File: config.mk
export PLATFORM = sky130hd
export DESIGN_NAME = hsq_sched
export DESIGN_NICKNAME = d
export VERILOG_FILES = /design/src/hsq_pkg.sv /design/src/hsq_sched.sv /design/src/hsq_pick.sv /design/src/hsq_fifo.sv
export SDC_FILE = /design/constraint.sdc
export NUM_CORES = 1
export LEC_CHECK = 0
export BUFFER_PORTS_ARGS = -buffer_cell sky130_fd_sc_hd__buf_4
export CAP_MARGIN = 5
export CELL_PAD_IN_SITES_DETAIL_PLACEMENT = 0
export CELL_PAD_IN_SITES_GLOBAL_PLACEMENT = 1
export CORE_UTILIZATION = 45
export DETAILED_ROUTE_END_ITERATION = 7
export PLACE_DENSITY_LB_ADDON = 0.25
export SYNTH_ARGS = -nofsm -noshare
export SYNTH_HDL_FRONTEND = slang
export SYNTH_SLANG_ARGS = --single-unit
export TNS_END_PERCENT = 50
File: constraint.sdc
create_clock -name clk -period 6.35 [get_ports clk]
set_input_delay 0.635 -clock clk [delete_from_list [all_inputs] [get_ports clk]]
set_output_delay 0.635 -clock clk [all_outputs]
set_load 0.01 [all_outputs]
File: src/hsq_pkg.sv
// Shared types and constants of the hybrid strict-priority and weighted queue scheduler.
`default_nettype none

package hsq_pkg;

	// ----------------------------------------------------------------
	// Sizes
	// ----------------------------------------------------------------
	localparam int unsigned NTC = 8;
	localparam int unsigned LEN_W = 14;
	localparam int unsigned DEF_W = 16;
	localparam int unsigned FIFO_DEPTH = 16;
	localparam logic [15:0] QUANT_BYTES = 16'h0040;

	// ----------------------------------------------------------------
	// Register map, byte addresses
	// ----------------------------------------------------------------
	localparam logic [7:0] ADDR_CTRL = 8'h00;
	localparam logic [7:0] ADDR_STATUS = 8'h04;
	localparam logic [2:0] WEIGHT_PAGE = 3'h1;
	localparam int unsigned STAT_TC_LSB = 0;
	localparam int unsigned STAT_MC_BIT = 3;
	localparam int unsigned STAT_ROOM_BIT = 4;
	localparam int unsigned STAT_PTR_LSB = 8;
	localparam int unsigned STAT_CRED_BIT = 11;

	// ----------------------------------------------------------------
	// Reset values and legal strict counts
	// ----------------------------------------------------------------
	localparam logic [3:0] SP_CNT_RST = 4'h0;
	localparam logic [3:0] SP_CNT_MAX = 4'h6;
	localparam logic [3:0] SP_CNT_ALL = 4'h8;
	localparam logic [7:0] WEIGHT_RST = 8'h0A;
	localparam logic [2:0] PTR_RST = 3'h7;

	// ----------------------------------------------------------------
	// Carriers
	// ----------------------------------------------------------------
	typedef struct packed {
		logic read;
		logic write;
		logic [7:0] address;
		logic [31:0] writedata;
	} hsq_avm_req_t;

	typedef struct packed {
		logic waitrequest;
		logic [31:0] readdata;
	} hsq_avm_rsp_t;

	typedef struct packed {
		logic [NTC-1:0] uc_ne;
		logic [NTC-1:0] mc_ne;
		logic [NTC-1:0][LEN_W-1:0] uc_len;
		logic [NTC-1:0][LEN_W-1:0] mc_len;
	} hsq_qstat_t;

	typedef struct packed {
		logic valid;
		logic mc;
		logic [2:0] tc;
	} hsq_deq_t;

	typedef struct packed {
		logic mc;
		logic [2:0] tc;
		logic [LEN_W-1:0] len;
	} hsq_grant_t;

	typedef enum logic {HSQ_PICK, HSQ_SETTLE} hsq_phase_t;

	typedef struct packed {
		hsq_phase_t phase;
		hsq_avm_rsp_t rsp;
		hsq_deq_t deq;
		logic [3:0] sp_cnt;
		logic [NTC-1:0][7:0] weight;
		logic [NTC-1:0][DEF_W-1:0] deficit;
		logic [2:0] ptr;
		logic credited;
		logic [NTC-1:0] mc_turn;
		logic [2:0] last_tc;
		logic last_mc;
	} hsq_sched_st_t;

endpackage : hsq_pkg

`default_nettype wire

File: src/hsq_sched.sv
// Egress scheduler: strict priority over deficit weighted round robin, eight classes.
//
// Added by the designer: the register offsets and register access over Avalon-MM.
`default_nettype none

// Functional notes
// - Classes 0 to 7, higher number wins.
// - Serve top strict queue until it empties.
// - Higher strict level outranks lower level.
// - Top N classes strict, rest weighted; N 0-6,8.
// - Class 7 gets level N; weighted index c+1 (code indexes weight and ptr by class c).
// - Weighted arbitration only when strict queues empty.
// - Weighted service skips empty queues.
// - Visit weighted queues high to low, wrap.
// - Carry overrun as negative deficit to later rounds.
// - Bandwidth share proportional to configured weight.
// - Equal-priority queues of a class share fairly.
// - One weight per class, eight in all.
// - Multicast class c maps to unicast c.
// - Multicast queues scheduled alongside their unicast class.
module hsq_sched (
	// Clock and reset
	input wire logic clk,
	input wire logic rst,
	// Register bus
	input wire hsq_pkg::hsq_avm_req_t avs_req,
	output hsq_pkg::hsq_avm_rsp_t avs_rsp,
	// Queue side
	input wire hsq_pkg::hsq_qstat_t q_stat,
	output hsq_pkg::hsq_deq_t deq,
	// Transmit side
	output hsq_pkg::hsq_grant_t tx_data,
	output logic tx_valid,
	input wire logic tx_ready
);
	import hsq_pkg::*;

	// ----------------------------------------------------------------
	// State and derived class vectors
	// ----------------------------------------------------------------
	hsq_sched_st_t st_reg;
	hsq_sched_st_t st_next;
	logic [NTC-1:0] sp_mask;
	logic [NTC-1:0] cls_ne;
	logic [NTC-1:0] sp_ne;
	logic [NTC-1:0] mc_sel;
	logic [NTC-1:0][LEN_W-1:0] head_len;
	logic sp_found;
	logic [2:0] sp_tc;
	logic fifo_ready;
	logic push;
	hsq_grant_t push_data;
	logic [DEF_W-1:0] quantum;
	logic signed [DEF_W-1:0] def_avail;
	logic wrr_ok;
	logic [31:0] rd_val;

	assign avs_rsp = st_reg.rsp;
	assign deq = st_reg.deq;

	// A multicast queue of class c stands beside the unicast queue of class c.
	for (genvar c = 0; c < NTC; c++) begin : g_cls
		assign sp_mask[c] = (4'(c) + st_reg.sp_cnt) >= SP_CNT_ALL;
		assign cls_ne[c] = q_stat.uc_ne[c] | q_stat.mc_ne[c];
		assign sp_ne[c] = cls_ne[c] & sp_mask[c];
		assign mc_sel[c] = q_stat.mc_ne[c] & (!q_stat.uc_ne[c] | st_reg.mc_turn[c]);
		assign head_len[c] = mc_sel[c] ? q_stat.mc_len[c] : q_stat.uc_len[c];
	end

	// Highest class number wins among strict queues that hold frames.
	hsq_pick u_sp_pick (
		.req(sp_ne),
		.found(sp_found),
		.idx(sp_tc)
	);

	assign quantum = 16'(st_reg.weight[st_reg.ptr]) * QUANT_BYTES;
	assign wrr_ok = cls_ne[st_reg.ptr] & ~sp_mask[st_reg.ptr];
	assign def_avail = st_reg.credited ? $signed(st_reg.deficit[st_reg.ptr]) :
		$signed(st_reg.deficit[st_reg.ptr]) + $signed(quantum);

	// ----------------------------------------------------------------
	// Register read mux
	// ----------------------------------------------------------------
	always_comb begin
		rd_val = 32'h0000_0000;
		if (avs_req.address[7:5] == WEIGHT_PAGE) begin
			rd_val[7:0] = st_reg.weight[avs_req.address[4:2]];
		end else if (avs_req.address[7:2] == ADDR_CTRL[7:2]) begin
			rd_val[3:0] = st_reg.sp_cnt;
		end else if (avs_req.address[7:2] == ADDR_STATUS[7:2]) begin
			rd_val[STAT_TC_LSB +: 3] = st_reg.last_tc;
			rd_val[STAT_MC_BIT] = st_reg.last_mc;
			rd_val[STAT_ROOM_BIT] = fifo_ready;
			rd_val[STAT_PTR_LSB +: 3] = st_reg.ptr;
			rd_val[STAT_CRED_BIT] = st_reg.credited;
		end
	end

	// ----------------------------------------------------------------
	// Next state
	// ----------------------------------------------------------------
	always_comb begin
		logic do_grant;
		logic [2:0] g_tc;
		do_grant = 1'b0;
		g_tc = 3'h0;
		st_next = st_reg;
		st_next.deq.valid = 1'b0;
		push = 1'b0;
		push_data = '0;

		// Every access waits exactly one cycle so read data can come from a flop.
		st_next.rsp.waitrequest = 1'b1;
		if ((avs_req.read | avs_req.write) & st_reg.rsp.waitrequest) begin
			st_next.rsp.waitrequest = 1'b0;
			st_next.rsp.readdata = rd_val;
		end
		if (avs_req.write & !st_reg.rsp.waitrequest) begin
			if (avs_req.address[7:5] == WEIGHT_PAGE) begin
				st_next.weight[avs_req.address[4:2]] = avs_req.writedata[7:0];
			end else if (avs_req.address[7:2] == ADDR_CTRL[7:2]) begin
				// A count of seven, or above eight, is not offered and is dropped.
				if (avs_req.writedata[3:0] <= SP_CNT_MAX ||
					avs_req.writedata[3:0] == SP_CNT_ALL) begin
					st_next.sp_cnt = avs_req.writedata[3:0];
				end
			end
		end

		unique case (st_reg.phase)
			HSQ_PICK: begin
				if (fifo_ready) begin
					if (sp_found) begin
						do_grant = 1'b1;
						g_tc = sp_tc;
					end else if (!wrr_ok) begin
						// Empty or strict class: move on, forgetting any credit.
						st_next.ptr = st_reg.ptr - 3'h1;
						st_next.credited = 1'b0;
						if (!cls_ne[st_reg.ptr]) begin
							st_next.deficit[st_reg.ptr] = '0;
						end
					end else if (def_avail > 0) begin
						do_grant = 1'b1;
						g_tc = st_reg.ptr;
						st_next.credited = 1'b1;
						st_next.deficit[st_reg.ptr] =
							DEF_W'(def_avail - $signed({2'b00, head_len[st_reg.ptr]}));
					end else begin
						// Allowance used up; keep the overrun for the next visit.
						st_next.deficit[st_reg.ptr] = def_avail;
						st_next.credited = 1'b0;
						st_next.ptr = st_reg.ptr - 3'h1;
					end
				end
			end
			HSQ_SETTLE: begin
				// Gives the queue a cycle to update its non-empty flag after a pop.
				st_next.phase = HSQ_PICK;
			end
		endcase

		if (do_grant) begin
			push = 1'b1;
			push_data.mc = mc_sel[g_tc];
			push_data.tc = g_tc;
			push_data.len = head_len[g_tc];
			st_next.deq.valid = 1'b1;
			st_next.deq.mc = mc_sel[g_tc];
			st_next.deq.tc = g_tc;
			st_next.mc_turn[g_tc] = ~mc_sel[g_tc];
			st_next.last_tc = g_tc;
			st_next.last_mc = mc_sel[g_tc];
			st_next.phase = HSQ_SETTLE;
		end
	end

	always_ff @(posedge clk) begin
		if (rst) begin
			st_reg <= '0;
			st_reg.phase <= HSQ_PICK;
			st_reg.rsp.waitrequest <= 1'b1;
			st_reg.sp_cnt <= SP_CNT_RST;
			st_reg.weight <= {NTC{WEIGHT_RST}};
			st_reg.ptr <= PTR_RST;
		end else begin
			st_reg <= st_next;
		end
	end

	// ----------------------------------------------------------------
	// Grant buffer toward the transmit port
	// ----------------------------------------------------------------
	hsq_fifo #(
		.W($bits(hsq_grant_t)),
		.DEPTH(FIFO_DEPTH)
	) u_fifo (
		.clk(clk),
		.rst(rst),
		.in_valid(push),
		.in_ready(fifo_ready),
		.in_data(push_data),
		.out_valid(tx_valid),
		.out_ready(tx_ready),
		.out_data(tx_data)
	);

	// ----------------------------------------------------------------
	// Checks
	// ----------------------------------------------------------------
	one_grant_a: assert property (@(posedge clk) disable iff (rst)
		deq.valid |=> !deq.valid)
		else $error("Two grants in consecutive cycles.");

	grant_push_a: assert property (@(posedge clk) disable iff (rst)
		push |=> deq.valid && deq.tc == $past(push_data.tc) && deq.mc == $past(push_data.mc))
		else $error("Dequeue pulse does not match buffered grant.");

	sp_first_a: assert property (@(posedge clk) disable iff (rst)
		deq.valid && !sp_mask[deq.tc] && $stable(st_reg.sp_cnt) |-> $past(sp_ne) == '0)
		else $error("Weighted grant while a strict queue held frames.");

	sp_top_a: assert property (@(posedge clk) disable iff (rst)
		push && sp_mask[push_data.tc] |-> (sp_ne >> push_data.tc) == 8'h01)
		else $error("Strict grant skipped a higher strict class.");

	no_empty_a: assert property (@(posedge clk) disable iff (rst)
		push |-> (push_data.mc ? q_stat.mc_ne[push_data.tc] : q_stat.uc_ne[push_data.tc]))
		else $error("Grant issued to an empty queue.");

	wrr_credit_a: assert property (@(posedge clk) disable iff (rst)
		push && !sp_mask[push_data.tc] |-> def_avail > 0 && push_data.tc == st_reg.ptr)
		else $error("Weighted grant without positive deficit.");

	ptr_down_a: assert property (@(posedge clk) disable iff (rst)
		st_reg.ptr != $past(st_reg.ptr) |-> st_reg.ptr == $past(st_reg.ptr) - 3'h1)
		else $error("Round robin pointer did not step down by one.");

	mc_share_a: assert property (@(posedge clk) disable iff (rst)
		push && q_stat.uc_ne[push_data.tc] && q_stat.mc_ne[push_data.tc]
		|=> st_reg.mc_turn[$past(push_data.tc)] == !$past(push_data.mc))
		else $error("Unicast and multicast of a class did not alternate.");

	rst_state_a: assert property (@(posedge clk)
		$past(rst) |-> st_reg.ptr == PTR_RST && st_reg.deficit == '0 && !st_reg.credited)
		else $error("Scheduler state wrong after reset.");

	bus_ack_a: assert property (@(posedge clk) disable iff (rst)
		(avs_req.read || avs_req.write) && avs_rsp.waitrequest |=> !avs_rsp.waitrequest ##1
		avs_rsp.waitrequest)
		else $error("Bus access not answered in one wait cycle.");

	sp_count_a: assert property (@(posedge clk) disable iff (rst)
		st_reg.sp_cnt <= SP_CNT_MAX || st_reg.sp_cnt == SP_CNT_ALL)
		else $error("Strict count holds a value not offered.");

	// ----------------------------------------------------------------
	// Further checks on grant pacing, pointer and configuration
	// ----------------------------------------------------------------
	strict_before_wrr_a: assert property (@(posedge clk) disable iff (rst)
		push && sp_ne != '0 |-> sp_mask[push_data.tc])
		else $error("Weighted grant while strict frames waited.");

	settle_phase_a: assert property (@(posedge clk) disable iff (rst)
		deq.valid |-> st_reg.phase == HSQ_SETTLE)
		else $error("Dequeue pulse outside the settle cycle.");

	pick_wait_a: assert property (@(posedge clk) disable iff (rst)
		st_reg.phase == HSQ_SETTLE |-> !push)
		else $error("Grant made during the settle cycle.");

	full_stall_a: assert property (@(posedge clk) disable iff (rst)
		!fifo_ready |-> !push)
		else $error("Grant pushed into a full buffer.");

	visit_cred_a: assert property (@(posedge clk) disable iff (rst)
		st_reg.ptr != $past(st_reg.ptr) |-> !st_reg.credited)
		else $error("Credit carried into the next class visit.");

	zero_weight_a: assert property (@(posedge clk) disable iff (rst)
		push && !sp_mask[push_data.tc] |-> st_reg.weight[push_data.tc] != 8'h00)
		else $error("Weighted grant to a class of weight zero.");

	strict_ptr_a: assert property (@(posedge clk) disable iff (rst)
		push && sp_mask[push_data.tc] |=> st_reg.ptr == $past(st_reg.ptr))
		else $error("Strict grant moved the round robin pointer.");

	ctrl_write_a: assert property (@(posedge clk) disable iff (rst)
		st_reg.sp_cnt != $past(st_reg.sp_cnt) |-> $past(avs_req.write && !avs_rsp.waitrequest))
		else $error("Strict count changed without a bus write.");

	weight_write_a: assert property (@(posedge clk) disable iff (rst)
		st_reg.weight != $past(st_reg.weight) |-> $past(avs_req.write && !avs_rsp.waitrequest))
		else $error("Weight changed without a bus write.");

	bus_idle_a: assert property (@(posedge clk) disable iff (rst)
		!(avs_req.read || avs_req.write) && avs_rsp.waitrequest |=> avs_rsp.waitrequest)
		else $error("Bus answered with no access pending.");

endmodule : hsq_sched

`default_nettype wire

File: src/hsq_pick.sv
// Finder of the highest set bit in a class request vector.
`default_nettype none

module hsq_pick (
	// Requests
	input wire logic [7:0] req,
	// Result
	output logic found,
	output logic [2:0] idx
);
	import hsq_pkg::*;

	always_comb begin
		found = 1'b0;
		idx = 3'h0;
		for (int i = 0; i < NTC; i++) begin
			if (req[i]) begin
				found = 1'b1;
				idx = 3'(i);
			end
		end
	end

endmodule : hsq_pick

`default_nettype wire

File: src/hsq_fifo.sv
// Grant buffer between the scheduler and the transmit port.
`default_nettype none

module hsq_fifo #(
	parameter int unsigned W = 18,
	parameter int unsigned DEPTH = 16
) (
	// Clock and reset
	input wire logic clk,
	input wire logic rst,
	// Fill side
	input wire logic in_valid,
	output logic in_ready,
	input wire logic [W-1:0] in_data,
	// Drain side
	output logic out_valid,
	input wire logic out_ready,
	output logic [W-1:0] out_data
);
	import hsq_pkg::*;

	localparam int unsigned AW = $clog2(DEPTH);
	localparam logic [AW:0] FULL = (AW+1)'(DEPTH);

	typedef struct packed {
		logic [DEPTH-1:0][W-1:0] mem;
		logic [AW-1:0] wp;
		logic [AW-1:0] rp;
		logic [AW:0] cnt;
		logic room;
		logic nemp;
	} hsq_fifo_st_t;

	hsq_fifo_st_t st_reg;
	hsq_fifo_st_t st_next;
	logic push;
	logic pop;

	assign in_ready = st_reg.room;
	assign out_valid = st_reg.nemp;
	assign out_data = st_reg.mem[st_reg.rp];
	assign push = in_valid & st_reg.room;
	assign pop = st_reg.nemp & out_ready;

	always_comb begin
		st_next = st_reg;
		if (push) begin
			st_next.mem[st_reg.wp] = in_data;
			st_next.wp = st_reg.wp + 1'b1;
		end
		if (pop) begin
			st_next.rp = st_reg.rp + 1'b1;
		end
		st_next.cnt = st_reg.cnt + {{AW{1'b0}}, push} - {{AW{1'b0}}, pop};
		st_next.room = st_next.cnt != FULL;
		st_next.nemp = st_next.cnt != '0;
	end

	always_ff @(posedge clk) begin
		if (rst) begin
			st_reg <= '0;
			st_reg.room <= 1'b1;
		end else begin
			st_reg <= st_next;
		end
	end

	fifo_hold_a: assert property (@(posedge clk) disable iff (rst)
		out_valid && !out_ready |=> out_valid && $stable(out_data))
		else $error("Buffered grant changed before it was taken.");

	fifo_bound_a: assert property (@(posedge clk) disable iff (rst)
		st_reg.cnt <= FULL && (st_reg.room == (st_reg.cnt != FULL)))
		else $error("Buffer level out of range or ready wrong.");

endmodule : hsq_fifo

`default_nettype wire

* After elaboration in Yosys (flattened, before gate mapping)
Cells that the tools add are included.
Storage, ports and cells: flip-flop bits (word level) 530, bits in latches 0, bits in writable memories 0, bits in read-only memories 0, output and inout port bits 57, logic and storage cells 233, memories kept 0
Operators by class: add/sub/neg operators 14, multipliers 0, div/mod/pow operators 0, magnitude comparators 19, equality and inequality tests 6, shifts and indexed selects 0, muxes and demuxes 81, bitwise operators 45, reductions and logical operators 21
Operators with widths (number):
- $bwmux 288 | 1
- $bwmux 128 | 2
- $mux 128 | 2
- $mux 14 | 10
- $mux 132 | 1
- $and 128x128->128 | 1
- $not 128->128 | 1
- $bmux 14 s3 | 2
- $bmux 18 s4 | 1
- $demux 18 s4 | 1
- $bwmux 64 | 1
- $mux 18 | 3
- $bmux 16 s3 | 1
- $bmux 8 s3 | 2
- $demux 16 s3 | 1
- $mux 16 | 3
- $mux 3 | 11
- $mux 33 | 1
- $ge 4x4->1 const B | 8
- $demux 8 s3 | 1
- $mux 8 | 3
- $and 1x1->1 | 21
- $mux 1 | 20
- $or 1x1->1 | 17
- other kinds (35) | 71

* Logic depth before layout (Yosys ltp)
Gate-level depths: netlist of the first run.
depth in word-level cells 18, gate-level depth with buffers 30, depth with buffers taken out 23

* Cells and area by module
A second synthesis of the first run with hierarchy kept.
Second synthesis, totals: cell total of the unflattened synthesis 3374, area, all modules 28328.4 µm²
Modules (own cells, without submodules):
- hsq_sched | times used 1, cells each 1825, area each 15133.3 µm², seq. area each 4524.3 µm²
- hsq_fifo | times used 1, cells each 1537, area each 13137.6 µm², seq. area each 6065.8 µm²
- hsq_pick | times used 1, cells each 12, area each 57.6 µm², seq. area each 0.0 µm²

* Worst setup path after synthesis of the first run
OpenSTA, ideal clock, no wires.
path type reg2reg, start point reg st_reg[13] in the netlist's numbering, end point reg u_fifo.st_reg, in the netlist u_fifo.out_valid, library setup time 0.132 ns, data arrival time 5.243 ns, data required time 6.218 ns, slack 0.975 ns, cell stages (with the launch flop) 28, cell sequence dfxtp_1 -> buf_4 -> buf_4 -> and3b_1 -> clkbuf_1 -> clkbuf_1 -> a22oi_1 -> nand3_1 -> ha_1 -> fa_1 -> a21o_1 -> nor3b_1 -> nor4b_1 -> a22oi_1 -> and4b_1 -> nand2_1 -> a22oi_2 -> inv_1 -> buf_6 -> buf_6 -> buf_6 -> buf_2 -> ha_1 -> inv_1 -> fa_1 -> xnor2_1 -> nor4b_1 -> a21oi_1
Between the ends: cells in the longest elaborated chain, start to end 15, elaborated cells between the ends (all ways) 23
RTL lines:
- start: declaration | RTL line hsq_sched.sv:41 | hsq_sched_st_t st_reg;
- start signal: assignment | RTL line hsq_sched.sv:188 | st_reg <= st_next;
- $bmux 16 s3 / $bmux 8 s3 (equally long branches) | RTL line hsq_sched.sv:79, hsq_sched.sv:80, hsq_sched.sv:77
- $mux 16 (not written as such) / $mux 8 (equally long branches) | RTL line hsq_sched.sv:79, hsq_sched.sv:80, hsq_sched.sv:77
- $add 16x15->16 | RTL line hsq_sched.sv:80 | $signed(st_reg.deficit[st_reg.ptr]) + $signed(quantum);
- $mux 16 | RTL line hsq_sched.sv:79 | assign def_avail = st_reg.credited ? $signed(st_reg.deficit[st_reg.ptr]) :
- $gt 16x1->1 | RTL line hsq_sched.sv:144 | end else if (def_avail > 0) begin
- $mux 1 | RTL line hsq_sched.sv:144
- $mux 1 * | RTL line hsq_sched.sv:137 | end else if (!wrr_ok) begin
- $mux 1 * | RTL line hsq_sched.sv:134 | if (sp_found) begin
- $mux 1 * | RTL line hsq_sched.sv:133 | if (fifo_ready) begin
- $mux 1 * | RTL line hsq_sched.sv:131 | unique case (st_reg.phase)
- $mux 1 * | RTL line hsq_sched.sv:164 | if (do_grant) begin
- $and 1x1->1 * | RTL line hsq_fifo.sv:42 | assign push = in_valid & st_reg.room;
- net u_fifo.push | RTL line hsq_fifo.sv:36 | logic push;
- $add 5x1->5 * | RTL line hsq_fifo.sv:54 | st_next.cnt = st_reg.cnt + {{AW{1'b0}}, push} - {{AW{1'b0}}, pop};
- $sub 5x1->5 * | RTL line hsq_fifo.sv:54
- $reduce_bool 5->1 * | RTL line hsq_fifo.sv:56 | st_next.nemp = st_next.cnt != '0;
- end signal: assignment | RTL line hsq_fifo.sv:64 | st_reg <= st_next;
- end: declaration | RTL line hsq_fifo.sv:34 | hsq_fifo_st_t st_reg;
Mark *: on every way through the listed nets, which the timed path passes. The rest lies on a longest branch. The select of a mux whose other input is x is not followed. A chain may end at the register's enable or synchronous reset.

* Worst setup path after layout of the first run
start point reg st_reg[15] in the netlist's numbering, end point reg u_fifo.st_reg, in the netlist u_fifo.out_valid
Between the ends: cells in the longest elaborated chain, start to end 15, elaborated cells between the ends (all ways) 23
RTL lines (RTL line):
- $bmux 16 s3 / $bmux 8 s3 (equally long branches) | hsq_sched.sv:79, hsq_sched.sv:80, hsq_sched.sv:77
- $mux 16 (not written as such) / $mux 8 (equally long branches) | hsq_sched.sv:79, hsq_sched.sv:80, hsq_sched.sv:77
- $add 16x15->16 | hsq_sched.sv:80
- $mux 16 | hsq_sched.sv:79
- $gt 16x1->1 | hsq_sched.sv:144
- $mux 1 | hsq_sched.sv:144
- $mux 1 * | hsq_sched.sv:137
- $mux 1 * | hsq_sched.sv:134
- $mux 1 * | hsq_sched.sv:133
- $mux 1 * | hsq_sched.sv:131
- $mux 1 * | hsq_sched.sv:164
- $and 1x1->1 * | hsq_fifo.sv:42
- $add 5x1->5 * | hsq_fifo.sv:54
- $sub 5x1->5 * | hsq_fifo.sv:54
- $reduce_bool 5->1 * | hsq_fifo.sv:56
Mark *: on every way between the ends. The rest lies on a longest branch, timed or not. The select of a mux whose other input is x is not followed.

==> results of run 1 <==
[cell families after synthesis]
logic type,Yosys count,share of synthesized area
simple gates,1157,0.181
compound gates,790,0.194
flops,529,0.363
mux,378,0.175
buf+inv,345,0.0609
fa+ha+maj,37,0.0166
xor+xnor,34,0.0102
other cells,1,0.000129
[stage by stage]
step	cells	worst slack (ns)	util	total power (uW)
after floorplan	3290	0.975	-	8770
after CTS	4344	0.450	0.534	14600
final	4348	0.368	0.534	14800
after global placement	4238	0.555	0.502	10900
after detailed placement	4238	0.472	0.502	11100
after global routing	4348	0.110	0.534	15400
[where the power goes]
| group | switching, uW | internal, uW | total [uW] | leakage, uW |
|---|---|---|---|---|
| Sequential | 252 | 3590 | 3840 | 0.00427 |
| Combinational | 5100 | 2280 | 7380 | 0.00790 |
| Clock | 1430 | 2160 | 3590 | 0.000993 |
[layout make-up]
class / instances / area [sq um] / area share
clock buffer: 80 / 1630 / 0.0481
clock inverter: 26 / 395 / 0.0116
sequential: 529 / 10600 / 0.312
multi-input combinational: 2416 / 17000 / 0.500
tap: 846 / 1060 / 0.0312
timing repair buffer: 403 / 3110 / 0.0915
antenna: 3 / 7.51 / 0.000221
inverter: 45 / 171 / 0.00505
[worst max-delay path, cell delays in order, from the launching register on]
cell	delay, ns
sky130_fd_sc_hd__dfxtp_2	0.63
sky130_fd_sc_hd__nor3b_4	0.84
sky130_fd_sc_hd__a221oi_1	0.22
sky130_fd_sc_hd__nand3_1	0.24
sky130_fd_sc_hd__ha_1	0.27
sky130_fd_sc_hd__fa_1	0.24
sky130_fd_sc_hd__a21o_1	0.20
sky130_fd_sc_hd__a311oi_1	0.12
sky130_fd_sc_hd__nor4b_1	0.62
sky130_fd_sc_hd__a22oi_1	0.15
sky130_fd_sc_hd__and4b_1	0.31
sky130_fd_sc_hd__nand2_1	0.10
sky130_fd_sc_hd__a22oi_2	0.08
sky130_fd_sc_hd__inv_4	0.33
sky130_fd_sc_hd__ha_1	0.23
sky130_fd_sc_hd__inv_1	0.06
sky130_fd_sc_hd__fa_1	0.43
sky130_fd_sc_hd__xnor2_1	0.16
sky130_fd_sc_hd__nor4b_1	0.44
sky130_fd_sc_hd__a21oi_1	0.13
[synthesized netlist by cell type, types with 34 or more instances]
| cell | count |
|---|---|
| sky130_fd_sc_hd__mux4_2 | 100 |
| sky130_fd_sc_hd__buf_2 | 53 |
| sky130_fd_sc_hd__buf_4 | 64 |
| sky130_fd_sc_hd__o31ai_1 | 43 |
| sky130_fd_sc_hd__nor3_1 | 63 |
| sky130_fd_sc_hd__inv_1 | 42 |
| sky130_fd_sc_hd__nor2_1 | 231 |
| sky130_fd_sc_hd__nand3_1 | 133 |
| sky130_fd_sc_hd__clkbuf_1 | 134 |
| sky130_fd_sc_hd__dfxtp_1 | 529 |
| sky130_fd_sc_hd__a21oi_1 | 175 |
| sky130_fd_sc_hd__ha_1 | 34 |
| sky130_fd_sc_hd__mux2i_1 | 241 |
| sky130_fd_sc_hd__nand2_1 | 556 |
| sky130_fd_sc_hd__a22oi_1 | 118 |
| sky130_fd_sc_hd__o21ai_0 | 150 |
| sky130_fd_sc_hd__o21ai_1 | 68 |
[path summary, 6_finish.rpt]
check	startpoint	endpoint	cells after the start
hold reg to reg	u_fifo.st_reg[257]	u_fifo.st_reg[257]	2
setup / recovery	st_reg[15]	u_fifo.out_valid	19
hold / removal	avs_req[7]	st_reg[207]	3
setup reg to reg	st_reg[15]	u_fifo.out_valid	19
[metal layers]
layer / vias to the layer above / routed length (um)
li1: 12187 / -
met1: 13298 / 45800
met2: 1361 / 51600
met3: 274 / 9660
met4: 0 / 5280
met5: - / 0
==> flow_metrics.tcl, run 1 <==
set metrics [dict create \
    tightest_slew_ns 1.17 \
    drt-vias-per-instance 6.24 \
    design.portCount 342 \
    placement.io_buffers 295 \
    max-vdd-ir-drop_v 0.000296 \
    cts_repair_resize_count 0 \
    std_cell_rows 92 \
    drcViolationCount 0 \
    syn_to_final_growth_pct 16.3 \
    final_critical_delay_including_setup_and_external_delays_ns 5.98 \
    global_route_wire_length_before_repair_mm 167 \
    setup_viol 0 \
    path_clk_slew_ns 0.06 \
    postCtsSetupRepairBufs 0 \
    syn_inst 3271 \
    grt_antenna_before_repair 3 \
    synth_largest_area_cell "sky130_fd_sc_hd__dfxtp_1" \
    routed_wire_length_per_instance_um 25.8 \
    clock_skew_ns 0.0304 \
    ys.flop_type "sky130_fd_sc_hd__dfxtp_1" \
    mostFrequentLayoutCell "sky130_fd_sc_hd__nand2_1" \
    post-route-period-util 0.942 \
    synth-edff-count 0 \
    worst_setup_path_end_kind "flip-flop" \
    stdcell_area_sq_um 33900 \
    finalMaxSlewViolations 0 \
    die_h_um 257 \
    ws_path_type "reg2reg" \
    grt_busiest_layer "met2" \
    post_route_cells_drive_above_1_share 0.219 \
    class_of_the_tightest_hold_or_removal_check "in2reg" \
    floorplan.die_area_sq_um 65900 \
    initial_utilization 0.459 \
    detailedRoute.firstPassIterationCount 6 \
    synth.cell_area_sq_um 29200 \
    max-clock-path-buffers 3 \
    detailedRoute.firstIterationViolations 2846 \
    ys_seq_area_frac 0.363 \
    antenna_violating_nets_post_route 0 \
    grt_remaining_overflow 0 \
    yosys-top-cells-area "sky130_fd_sc_hd__dfxtp_1 36%, sky130_fd_sc_hd__mux2i_1 8.3%, sky130_fd_sc_hd__mux4_2 7.7%" \
    cts_tree "built" \
    cts_root_buf "sky130_fd_sc_hd__clkbuf_16" \
    setup_total_negative_slack_ns 0 \
    grt_setup_unrepaired "no" \
    ys_ff_latch 529 \
    numCtsBuffers 56 \
    largest_register_ffs 301 \
    pin_count_of_the_biggest_net_entering_global_routing 98 \
    max_clk_rate_mhz 167 \
    rrSetupSlack_ns 0.37 \
    grt_use_met2 0.531 \
    gpl.final_weighted_congestion 1.01 \
    worstPathMaxFanout 21 \
    nFillCells 5831 \
    final_cell_mix "556 x sky130_fd_sc_hd__nand2_1, 524 x sky130_fd_sc_hd__dfxtp_1, 395 x sky130_fd_sc_hd__buf_4, 241 x sky130_fd_sc_hd__mux2i_1, 230 x sky130_fd_sc_hd__nor2_1" \
    hold_viol_final 0 \
    hold-worst-slack_ns 0.333 \
    via_count_of_the_first_global_routing_pass 26422 \
    status "finished clean" \
    timing.slew.headroom 0.218 \
    postSynthAreaPerCell_sq_um 8.92 \
    yosys_warnings 0 \
    num-nets-final 3773 \
    core-area_sq_um 63500 \
    unique_masters_post_synth 105 \
    grt_util_all_layers 0.331 \
    critPathLaunchType "flip-flop" \
    holdBufCountCts 0 \
    clock_latency_ns 0.64 \
    asyncSetResetFlopFracSynth 0 \
    num_vias 27120 \
    floorplan.die.width_um 257 \
    grtUsageMet3 0.0601 \
    cellLeakagePower_uw 0.0132 \
    maximum_level_of_the_cts_h_tree 2 \
    clock-sinks 529 \
    detail_route.wirelength_mm 112 \
    place_hpwl_mm 80.6 \
    power_density_cells_nw_per_um2 436 \
    met1_usage 0.433 \
    synthDominantCellAreaShare 0.363 \
    placedInstanceArea_sq_um 31900 \
    crit_required_ns 6.81 \
    cp_data_arrival_time_ns 6.45 \
    maxCapViolCount 0 \
]
(Power assumes the default switching activity.)
==> run 2, diff against run 1 <==
--- a/config.mk
+++ b/config.mk
@@ -9,9 +9,11 @@
 export CAP_MARGIN = 5
 export CELL_PAD_IN_SITES_DETAIL_PLACEMENT = 0
 export CELL_PAD_IN_SITES_GLOBAL_PLACEMENT = 1
+export CORE_ASPECT_RATIO = 1.25
 export CORE_UTILIZATION = 45
 export DETAILED_ROUTE_END_ITERATION = 7
 export PLACE_DENSITY_LB_ADDON = 0.25
+export SKIP_LAST_GASP = 1
 export SYNTH_ARGS = -nofsm -noshare
 export SYNTH_HDL_FRONTEND = slang
 export SYNTH_SLANG_ARGS = --single-unit
==> run 2 against run 1 <==
  * Sequential share of layout area fell by 0.18 points
  * Cell count up 0.71%
  * Total power down 1.1%
  * Sequential power about the same
  * Design area is 0.59% higher
  * Via count up 0.71%
  * Fmax is 1.5% higher
  * Hold slack worse by 0.016 ns
  * Sequential cell count did not move
  * Routed wire length grew 2.2%
  * Clock skew shrank 0.0037 ns
  * Critical path depth fell by 1
  * Largest cell class unchanged
  * Largest power group unchanged
  * Highest routed layer unchanged
==> flow_metrics.tcl, run 2 (synthesized netlist as in run 1, its figures left out) <==
set metrics [dict create \
    status "finished clean" \
    cts_tree "built" \
    global_route_wire_length_before_repair_mm 170 \
    tightest_slew_ns 1.28 \
    mostFrequentLayoutCell "sky130_fd_sc_hd__nand2_1" \
    worstPathMaxFanout 29 \
    floorplan.die_area_sq_um 65900 \
    max_clk_rate_mhz 170 \
    cp_data_arrival_time_ns 6.36 \
    detailedRoute.firstPassIterationCount 5 \
    p_seq_frac 0.262 \
    maximum_level_of_the_cts_h_tree 2 \
    setup_total_negative_slack_ns 0 \
    hold-worst-slack_ns 0.317 \
    postCtsSetupRepairBufs 0 \
    final_critical_delay_including_setup_and_external_delays_ns 5.90 \
    grt_remaining_overflow 0 \
    clock_latency_ns 0.64 \
    hold_viol_final 0 \
    class_of_the_tightest_hold_or_removal_check "in2reg" \
    grt_antenna_before_repair 4 \
    post_route_cells_drive_above_1_share 0.224 \
    final_cell_mix "556 x sky130_fd_sc_hd__nand2_1, 524 x sky130_fd_sc_hd__dfxtp_1, 416 x sky130_fd_sc_hd__buf_4, 241 x sky130_fd_sc_hd__mux2i_1, 229 x sky130_fd_sc_hd__nor2_1" \
    pin_count_of_the_biggest_net_entering_global_routing 95 \
    power_frac_comb 0.512 \
    drcViolationCount 0 \
    layoutNonFillerInstCount 4379 \
    largest_register_ffs 301 \
    clock-sinks 529 \
    cellLeakagePower_uw 0.0133 \
    numPlacedInstances 4272 \
    core-area_sq_um 64300 \
    num_vias 27313 \
    routed_wire_length_per_instance_um 26.2 \
    switching_share 0.461 \
    gpl.final_weighted_congestion 0.965 \
    detailedRoute.firstIterationViolations 2597 \
    p_sw_uw 6740 \
    finalMaxSlewViolations 0 \
    max-clock-path-buffers 3 \
    clock_skew_ns 0.0267 \
    power_density_cells_nw_per_um2 429 \
    power_report.internal_total_uw 7890 \
    place_hpwl_mm 83.3 \
    cts_repair_resize_count 0 \
    maxCapViolCount 0 \
    numCtsBuffers 57 \
    design.portCount 342 \
    worst_setup_path_end_kind "flip-flop" \
    critPathLaunchType "flip-flop" \
    grt_util_all_layers 0.341 \
    path_clk_slew_ns 0.06 \
    antenna_violating_nets_post_route 0 \
    post-route-period-util 0.929 \
    detail_route.wirelength_mm 115 \
    placement.io_buffers 295 \
    ws_path_type "reg2reg" \
    setup_viol 0 \
    std_cell_rows 104 \
    initial_utilization 0.454 \
    syn_to_final_growth_pct 17.0 \
    via_count_of_the_first_global_routing_pass 27010 \
    holdBufCountCts 0 \
    grt_setup_unrepaired "no" \
    drt-vias-per-instance 6.24 \
    die_h_um 287 \
    num-nets-final 3805 \
    cts_root_buf "sky130_fd_sc_hd__clkbuf_16" \
    timing.slew.headroom 0.149 \
    floorplan.die.width_um 230 \
    nFillCells 5956 \
    power.clock.fraction 0.225 \
    max-vdd-ir-drop_v 0.000337 \
    crit_required_ns 6.81 \
]
## run 2: stage by stage
step                      worst slack (ns)  total power (uW)   util  cell area (sq um)
after floorplan                      0.975              8770      -              29200
after CTS                            0.525             14500  0.531              34100
after global routing                 0.146             15300  0.531              34100
after global placement               0.528             11100  0.502              32300
final                                0.453             14600  0.531              34100
after detailed placement             0.444             11200  0.502              32300
## run 2: path summary, 6_finish.rpt
check | from | to | slack (ns) | cells past startpoint
setup reg to reg | st_reg[15] | u_fifo.out_valid | 0.45 | 18
hold / removal | avs_req[6] | st_reg[190] | 0.32 | 3
hold reg to reg | u_fifo.st_reg[73] | u_fifo.st_reg[73] | 0.44 | 2
setup / recovery | st_reg[15] | u_fifo.out_valid | 0.45 | 18
## run 2: cell type report
cell class | count | area [sq um] | share of cell area
Multi-Input combinational cell | 2416 | 17000 | 0.497
Sequential cell | 529 | 10600 | 0.311
Timing Repair Buffer | 434 | 3480 | 0.102
Clock buffer | 92 | 1700 | 0.0497
Tap cell | 848 | 1060 | 0.0311
Inverter | 45 | 171 | 0.00502
Clock inverter | 14 | 160 | 0.00469
Antenna cell | 1 | 2.50 | 0.0000733
## run 2: layer usage
metal	wire [um]	global-route usage	vias up
li1	-	-	12272
met1	44400	0.413	13289
met2	53900	0.560	1363
met3	8580	0.0581	389
met4	7870	0.217	0
met5	0	0	-
## run 2: power by group through the flow
stage / sequential (uW) / combinational, uW / clock (uW)
after floorplan: 3750 / 5020 / 0
final: 3840 / 7500 / 3300
after CTS: 3830 / 7350 / 3340
after detailed placement: 3900 / 7320 / 0
after global placement: 3890 / 7180 / 0
after global routing: 3870 / 7910 / 3480
## run 2: critical path, cell delays in order (launching register included)
cell                       delay, ns
sky130_fd_sc_hd__dfxtp_2        0.84
sky130_fd_sc_hd__buf_12         0.28
sky130_fd_sc_hd__mux2_2         0.35
sky130_fd_sc_hd__a221oi_1       0.42
sky130_fd_sc_hd__o21ai_0        0.28
sky130_fd_sc_hd__ha_1           0.44
sky130_fd_sc_hd__o21a_1         0.20
sky130_fd_sc_hd__o21ai_0        0.44
sky130_fd_sc_hd__xor2_1         0.12
sky130_fd_sc_hd__mux2_2         0.37
sky130_fd_sc_hd__o31ai_2        0.22
sky130_fd_sc_hd__a22oi_2        0.17
sky130_fd_sc_hd__inv_4          0.21
sky130_fd_sc_hd__ha_1           0.21
sky130_fd_sc_hd__inv_1          0.07
sky130_fd_sc_hd__fa_1           0.43
sky130_fd_sc_hd__xnor2_1        0.16
sky130_fd_sc_hd__nor4b_1        0.36
sky130_fd_sc_hd__a21oi_1        0.12
